[src/common/tcp_pkg.sv]
// Package for the compare/capture/PWM timer: register map, field layout,
// reset values and the carrier struct for the four timer pins.
// Assumes a 32-bit APB with one register per aligned word.
package tcp_pkg;
   localparam logic [7:0] OFS_MODE = 8'h00;
   localparam logic [7:0] OFS_CTRL1 = 8'h04;
   localparam logic [7:0] OFS_CTRL2 = 8'h08;
   localparam logic [7:0] OFS_IRQEN = 8'h0C;
   localparam logic [7:0] OFS_STATUS = 8'h10;
   localparam logic [7:0] OFS_IOSEL = 8'h14;
   localparam logic [7:0] OFS_COUNT = 8'h18;
   localparam logic [7:0] OFS_GRA = 8'h1C;
   localparam logic [7:0] OFS_GRB = 8'h20;
   localparam logic [7:0] OFS_GRC = 8'h24;
   localparam logic [7:0] OFS_GRD = 8'h28;
   // Mode register fields
   localparam int MODE_PWM_SELECT_B = 0;
   localparam int MODE_BUFA = 4;
   localparam int MODE_BUFB = 5;
   localparam int MODE_CTS = 7;
   // Control 1: initial levels in bits 3:0 (A..D), clear on match A in bit 7
   localparam int CTRL1_CLEAR_ON_MATCH_A = 7;
   // Control 2: polarity B..D in bits 2:0
   // IO select: 4 bits per pin, pin A in bits 3:0; bit2 = capture, bits1:0 = action/edge
   localparam int IOSEL_W = 4;
   localparam int IOSEL_CAP = 2;
   // Status/irq-enable: bits 3:0 match or capture A..D, bit 7 overflow
   localparam int STAT_OVF = 7;
   localparam logic [15:0] COUNT_MAX = 16'hFFFF;
   localparam logic [15:0] COUNT_ZERO = 16'h0000;
   localparam logic [15:0] GR_RESET = 16'hFFFF;

   typedef struct packed {
      logic [3:0] level; // Pin output levels A..D
      logic [3:0] oe;    // Pin output enables A..D
   } tcp_pins_t;
endpackage : tcp_pkg

[src/verilog/tcp_timer.sv]
// Four-channel 16-bit compare/capture/PWM timer with an APB register slave.
// Pin inputs are taken as synchronous to clk; a capture edge is seen in the
// cycle in which it occurs on the input.
//
// The implementer's own choices: the address map and the APB register port.

module tcp_timer
   import tcp_pkg::*;
#(
   parameter int CW = 16 // Counter width
) (
   input wire logic clk, // 40 MHz clock
   input wire logic rst, // Async reset, active high
   input wire logic psel, // APB select
   input wire logic penable, // APB enable
   input wire logic pwrite, // APB direction
   input wire logic [7:0] paddr, // APB byte address
   input wire logic [31:0] pwdata, // APB write data
   output logic [31:0] prdata, // APB read data
   output logic pready, // APB ready
   output logic pslverr, // APB error for unmapped address
   input wire logic [3:0] pinIn, // Timer pin levels A..D
   output tcp_pins_t pinOut, // Timer pin drive and enables
   output logic irq // Combined interrupt request
);
   logic [7:0] mode, ctrl1, ctrl2, irqEn, status;
   logic [15:0] ioSel;
   logic [CW-1:0] count;
   logic [CW-1:0] gr [4];
   logic [3:0] pinPrev;
   logic [3:0] level;

   // Bus decode; one wait-free access phase
   wire access = psel && penable;
   wire wr = access && pwrite;
   wire hitMode = paddr == OFS_MODE;
   wire hitCtrl1 = paddr == OFS_CTRL1;
   wire hitCtrl2 = paddr == OFS_CTRL2;
   wire hitIrqEn = paddr == OFS_IRQEN;
   wire hitStatus = paddr == OFS_STATUS;
   wire hitIoSel = paddr == OFS_IOSEL;
   wire hitCount = paddr == OFS_COUNT;
   wire [3:0] hitGr = {paddr == OFS_GRD, paddr == OFS_GRC, paddr == OFS_GRB,
      paddr == OFS_GRA};
   wire mapped = hitMode | hitCtrl1 | hitCtrl2 | hitIrqEn | hitStatus | hitIoSel
      | hitCount | (|hitGr);

   // Counter control
   wire running = mode[MODE_CTS];
   wire clrOnA = ctrl1[CTRL1_CLEAR_ON_MATCH_A];
   wire [3:0] pwmSel = {mode[MODE_PWM_SELECT_B+2:MODE_PWM_SELECT_B], 1'b0};
   wire anyPwm = |pwmSel;
   wire [3:0] match;
   wire [3:0] capEvt;
   wire periodClr = running && match[0] && (clrOnA || anyPwm);
   wire wrap = running && !periodClr && count == COUNT_MAX;
   wire [CW-1:0] next_count = periodClr ? COUNT_ZERO : count + 1'b1;

   // Per-pin compare, capture and output action
   logic [3:0] next_level;
   logic [3:0] capMode;
   logic [3:0] pinOe;
   genvar i;
   for (i = 0; i < 4; i++) begin : gPin
      wire [3:0] sel = ioSel[i*IOSEL_W +: IOSEL_W];
      assign capMode[i] = sel[IOSEL_CAP] && !pwmSel[i];
      assign match[i] = running && count == gr[i] && !capMode[i];
      wire rise = pinIn[i] && !pinPrev[i];
      wire fall = !pinIn[i] && pinPrev[i];
      // Edge select: 00 rising, 01 falling, 1x both
      assign capEvt[i] = running && capMode[i] && (sel[1] ? (rise || fall) :
         (sel[0] ? fall : rise));
      wire pol = ctrl2[(i == 0) ? 0 : i-1];
      // PWM: own match sets active level, match A sets inactive level
      wire pwmOwn = pol;
      logic nl;
      always_comb begin
         nl = level[i];
         if (pwmSel[i]) begin
            // Equal period and duty: both matches cancel, output holds
            if (match[i] && match[0]) begin
               nl = level[i];
            end else if (match[i]) begin
               nl = pwmOwn;
            end else if (match[0]) begin
               nl = !pwmOwn;
            end
         end else if (match[i] && !capMode[i]) begin
            unique case (sel[1:0])
               2'h1: nl = 1'b0;
               2'h2: nl = 1'b1;
               2'h3: nl = !level[i];
               default: nl = level[i];
            endcase
         end
      end
      assign next_level[i] = nl;
      assign pinOe[i] = pwmSel[i] || (!capMode[i] && sel[1:0] != 2'h0);
   end

   // Initial level: timer mode takes the bit; PWM uses level XNOR polarity
   function automatic logic [3:0] initLevel(input logic [7:0] c1, input logic [7:0] c2,
      input logic [3:0] pw);
      logic [3:0] r;
      r = c1[3:0];
      for (int k = 1; k < 4; k++) begin
         if (pw[k]) r[k] = !(c1[k] ^ c2[k-1]);
      end
      return r;
   endfunction : initLevel

   // Read mux
   logic [31:0] rdMux;
   always_comb begin
      rdMux = 32'h00000000;
      if (hitMode) rdMux[7:0] = mode;
      if (hitCtrl1) rdMux[7:0] = ctrl1;
      if (hitCtrl2) rdMux[7:0] = ctrl2;
      if (hitIrqEn) rdMux[7:0] = irqEn;
      if (hitStatus) rdMux[7:0] = status;
      if (hitIoSel) rdMux[15:0] = ioSel;
      if (hitCount) rdMux[CW-1:0] = count;
      for (int k = 0; k < 4; k++) begin
         if (hitGr[k]) rdMux[CW-1:0] = gr[k];
      end
   end

   // Control registers; initial pin levels load from them while the counter is stopped
   always_ff @(posedge clk or posedge rst) begin
      if (rst) begin
         mode <= 8'h00;
         ctrl1 <= 8'h00;
         ctrl2 <= 8'h00;
         irqEn <= 8'h00;
         ioSel <= 16'h0000;
      end else if (wr) begin
         if (hitMode) mode <= pwdata[7:0];
         if (hitCtrl1) ctrl1 <= pwdata[7:0];
         if (hitCtrl2) ctrl2 <= pwdata[7:0];
         if (hitIrqEn) irqEn <= pwdata[7:0];
         if (hitIoSel) ioSel <= pwdata[15:0];
      end
   end

   // Counter; a software write wins over counting
   always_ff @(posedge clk or posedge rst) begin
      if (rst) count <= COUNT_ZERO;
      else if (wr && hitCount) count <= pwdata[CW-1:0];
      else if (running) count <= next_count;
   end

   // General registers: capture, buffer transfers, software writes
   for (i = 0; i < 4; i++) begin : gGr
      logic [CW-1:0] nextGr;
      always_comb begin
         nextGr = gr[i];
         if (wr && hitGr[i]) nextGr = pwdata[CW-1:0];
         if (capEvt[i]) nextGr = count;
         if (i == 2 && mode[MODE_BUFA] && capEvt[0]) nextGr = gr[0];
         if (i == 1 && mode[MODE_BUFB] && match[1] && !capMode[1]) nextGr = gr[3];
      end
      always_ff @(posedge clk or posedge rst) begin
         if (rst) gr[i] <= GR_RESET;
         else gr[i] <= nextGr;
      end
   end

   // Status flags: hardware set wins over a write-0 clear
   wire [7:0] setEvt = {wrap, 3'b000, match | capEvt};
   always_ff @(posedge clk or posedge rst) begin
      if (rst) status <= 8'h00;
      else if (wr && hitStatus) status <= (status & pwdata[7:0]) | setEvt;
      else status <= status | setEvt;
   end

   // Pin levels; stopped counter holds initial levels
   always_ff @(posedge clk or posedge rst) begin
      if (rst) level <= 4'h0;
      else if (!running) level <= initLevel(ctrl1, ctrl2, pwmSel);
      else level <= next_level;
   end

   // Registered outputs
   always_ff @(posedge clk or posedge rst) begin
      if (rst) begin
         pinPrev <= 4'h0;
         pinOut <= '0;
         irq <= 1'b0;
         prdata <= 32'h00000000;
         pready <= 1'b0;
         pslverr <= 1'b0;
      end else begin
         pinPrev <= pinIn;
         pinOut.level <= level;
         pinOut.oe <= pinOe;
         irq <= |(status & irqEn);
         pready <= psel && !penable;
         pslverr <= psel && !penable && !mapped;
         prdata <= rdMux;
      end
   end
endmodule : tcp_timer

[config.mk]
export PLATFORM = sky130hd
export DESIGN_NAME = tcp_timer
export DESIGN_NICKNAME = d
export VERILOG_FILES = /design/src/common/tcp_pkg.sv /design/src/verilog/tcp_timer.sv
export SDC_FILE = /design/constraint.sdc
export NUM_CORES = 1
export LEC_CHECK = 0
export ABC_AREA = 1
export BUFFER_PORTS_ARGS = -buffer_cell sky130_fd_sc_hd__buf_2
export CORE_ASPECT_RATIO = 1.4
export CORE_UTILIZATION = 57
export CTS_CLUSTER_SIZE = 28
export DETAILED_ROUTE_END_ITERATION = 12
export GPL_ROUTABILITY_DRIVEN = 1
export PLACE_DENSITY = 0.84
export SYNTH_ARGS = -nofsm -noshare
export SYNTH_HDL_FRONTEND = slang
export SYNTH_SLANG_ARGS = --single-unit
[constraint.sdc]
create_clock -name clk -period 6.6 [get_ports clk]
set_input_delay 0.66 -clock clk [delete_from_list [all_inputs] [get_ports clk]]
set_output_delay 0.66 -clock clk [all_outputs]
set_load 0.05 [all_outputs]
==> results_dict.tcl <==
set metrics [dict create \
    hold_viol 0 \
    cts_buffers 17 \
    drv_slew 0 \
    rsz0062_at_grt "false" \
    final_nets 1687 \
    final_core_util 0.629 \
    port_buffers 59 \
    pwr-share-seq 0.474 \
    synth_compound_area_frac 0.149 \
    yosysUniqueCellTypes 46 \
    grt_pass1_wl_um 59700 \
    final_common_cell "nand2_1" \
    period_minus_slack_ns 3.33 \
    gp_congestion 0.995 \
    gr-total-overflow 0 \
    ir_drop_v 0.000178 \
    dieArea_mm2 0.0197 \
    crit_type "input pin to flip-flop" \
    grt_start_max_net_pins 65 \
    syn2layout_area_growth_pct 7.64 \
    vias 11000 \
    ys_seq_elements 171 \
    crit_path_start_kind "input pin" \
    synth_top_family_by_area "simple AND/OR/NAND/NOR gates" \
    finalWirelength_um 38700 \
    max_cap_violations 0 \
    drcViolationCount 0 \
    hold_class "input pin to asynchronous set/reset pin" \
    drive_gt1_frac 0.127 \
    detail-route-antenna-nets 0 \
    cts_tree "built" \
    cts-resized-gates 0 \
    yosys_warnings 0 \
    cp_slowest_stage_delay_ns 0.80 \
    fp.dieW_um 119 \
    max_clock_freq_mhz 301 \
    cp.required_ns 6.97 \
    hold_buffers 0 \
    core.rowCount 59 \
    clk_path_buf_depth 2 \
    crit_chain "buf_2 > nor2_2 > nand2_1 > nor2_1 > nand2_1 > o211ai_2 > buf_4 > o21ai_0 > o22a_1" \
    fin_worst_skew_ns 0.0120 \
    synth_fa_ha_area_frac 0.0206 \
    synth.avg_cell_area_um2 6.84 \
    num_io_pins 92 \
    postCtsSetupBuffers 0 \
    r2r_cells 12 \
    first_pass_iters 7 \
    finalSetupTns_ns 0 \
    powerDensity_mw_per_mm2 199 \
    cp_max_fo 32 \
    numClockSinks 171 \
    postLayoutCellArea_mm2 0.0118 \
    clkPwrFrac 0.429 \
    status "complete, no violations" \
    setup_slack_ns 3.27 \
    p_int_uw 1670 \
    final_cell_mix "588 x nand2_1, 170 x o21ai_0, 164 x inv_1, 131 x nor2_1, 107 x dfrtp_1" \
    synth_area_mm2 0.0109 \
    period_share 0.504 \
    power_switching_share 0.284 \
    crit_slowest_cell "nor2_1" \
    setup-violations-final 0 \
    synthMuxAreaShare 0 \
    start_util 0.585 \
    p_leak_uw 0.00589 \
    dpl_cell_area_mm2 0.0112 \
    crit_family "simple AND/OR/NAND/NOR gates" \
    clk_pin_slew_ns 0.07 \
    critical_path_buf_inv_count 2 \
    grt_pass1_vias 10600 \
    worst_pin_slew_ns 1.19 \
    post-place-ws_ns 2.93 \
    insertion_delay_ns 0.45 \
    grt_usage 0.406 \
    viasPerCell 5.88 \
    worstPathArrival_ns 3.70 \
    cp_common_cell "nand2_1" \
    r2r-end "gr[40]" \
    slew_headroom 0.203 \
    core_mm2 0.0187 \
    h-tree-depth 4 \
    switching_power_uw 665 \
    cts_root_buffer "clkbuf_16" \
    synthSimpleGateAreaFrac 0.311 \
    endpoint_kind "flip-flop" \
    wl_per_cell_um 20.6 \
    diodes 0 \
    synth-xor-area-share 0.0128 \
    netlist_instances 1595 \
    r2r-start "mode[7]" \
    drt_iter0_markers 1348 \
    seq_area_frac_synth 0.399 \
    comb_power_share 0.098 \
    dp.final_hpwl_um 27700 \
    antenna_found_initial 0 \
    chipHeight_um 166 \
    rrSetupSlack_ns 3.63 \
]
[routing by layer]
metal | track usage | share of wire | up-vias
met5 | 0 | 0 | -
li1 | - | - | 5098
met2 | 0.655 | 0.47 | 628
met4 | 0.299 | 0.078 | 0
met3 | 0.0604 | 0.081 | 177
met1 | 0.494 | 0.37 | 5133
[registers in the layout, summed over array words and instances (netlist names), 8 cells and up]
name,cells
gr,64
count,16
pinOut,8
status,8
ctrl1,8
prdata,16
mode,8
ioSel,16
ctrl2,8
irqEn,8
[worst max path at each step]
stage	start	endpoint	slack, ns	depth (start not counted)
2_1_floorplan	rst	count[0]	1.41	1
3_3_place_gp	paddr[1]	gr[19]	3.01	9
3_5_place_dp	paddr[1]	gr[19]	2.93	9
4_1_cts	paddr[1]	gr[19]	3.43	9
5_1_grt	paddr[1]	gr[31]	3.17	9
6_report	paddr[1]	gr[19]	3.27	9
[per-stage QoR]
| stage | instances | hold slack [ns] | power [uW] |
|---|---|---|---|
| 3_3_place_gp | 1845 | 0.398 | 1340 |
| 4_1_cts | 1877 | 0.258 | 2330 |
| 3_5_place_dp | 1845 | 0.400 | 1350 |
| 5_1_grt | 1877 | 0.277 | 2400 |
| 2_1_floorplan | 1610 | 0.375 | 1290 |
| 6_report | 1877 | 0.249 | 2340 |
[cells in the mapped netlist, drive strengths merged]
cell type,n,share of area
nor2,142,0.052
nor3,2,0.00092
nand2,594,0.21
a221oi,2,0.0016
nor3b,1,0.00069
a21boi,1,0.00069
nand3,74,0.036
nor4,1,0.00057
a211oi,3,0.0034
a31oi,2,0.0011
xor2,8,0.0064
xnor2,8,0.0064
a31o,1,0.00080
inv,182,0.064
conb,1,0.00034
dfrtp,107,0.25
nand4,21,0.012
dfstp,64,0.15
buf,53,0.034
o22ai,31,0.018
a311oi,1,0.00080
a22o,1,0.00080
o211ai,15,0.011
o21bai,4,0.0028
o21ai,197,0.090
o22a,1,0.00080
a21oi,25,0.012
clkbuf,26,0.0091
ha,18,0.021
nand3b,3,0.0021
o2111ai,6,0.0048
[cell type report]
class | instances | area (um^2)
fill | 1759 | 6930
multi-input combinational | 1178 | 5440
sequential | 171 | 4360
inverter | 182 | 703
clock buffer | 21 | 450
timing repair buffer | 70 | 378
tap | 244 | 305
clock inverter | 11 | 113
[power by group through the flow]
| stage | logic (uW) | clock network [uW] | registers [uW] |
|---|---|---|---|
| 2_1_floorplan | 165 | 0 | 1120 |
| 3_3_place_gp | 221 | 0 | 1120 |
| 3_5_place_dp | 224 | 0 | 1120 |
| 4_1_cts | 226 | 996 | 1110 |
| 5_1_grt | 252 | 1040 | 1110 |
| 6_report | 228 | 1000 | 1110 |
[kinds of logic (layout without fill, tap and decap cells)]
kind of cell    Yosys count  count (layout)
fa+ha+maj                18              18
flops                   171             171
xor+xnor                 16              16
simple gates            838             838
other cells               1              16
compound gates          290             290
buf+inv                 261             284
Note: power is estimated with default switching activity, not from simulation.
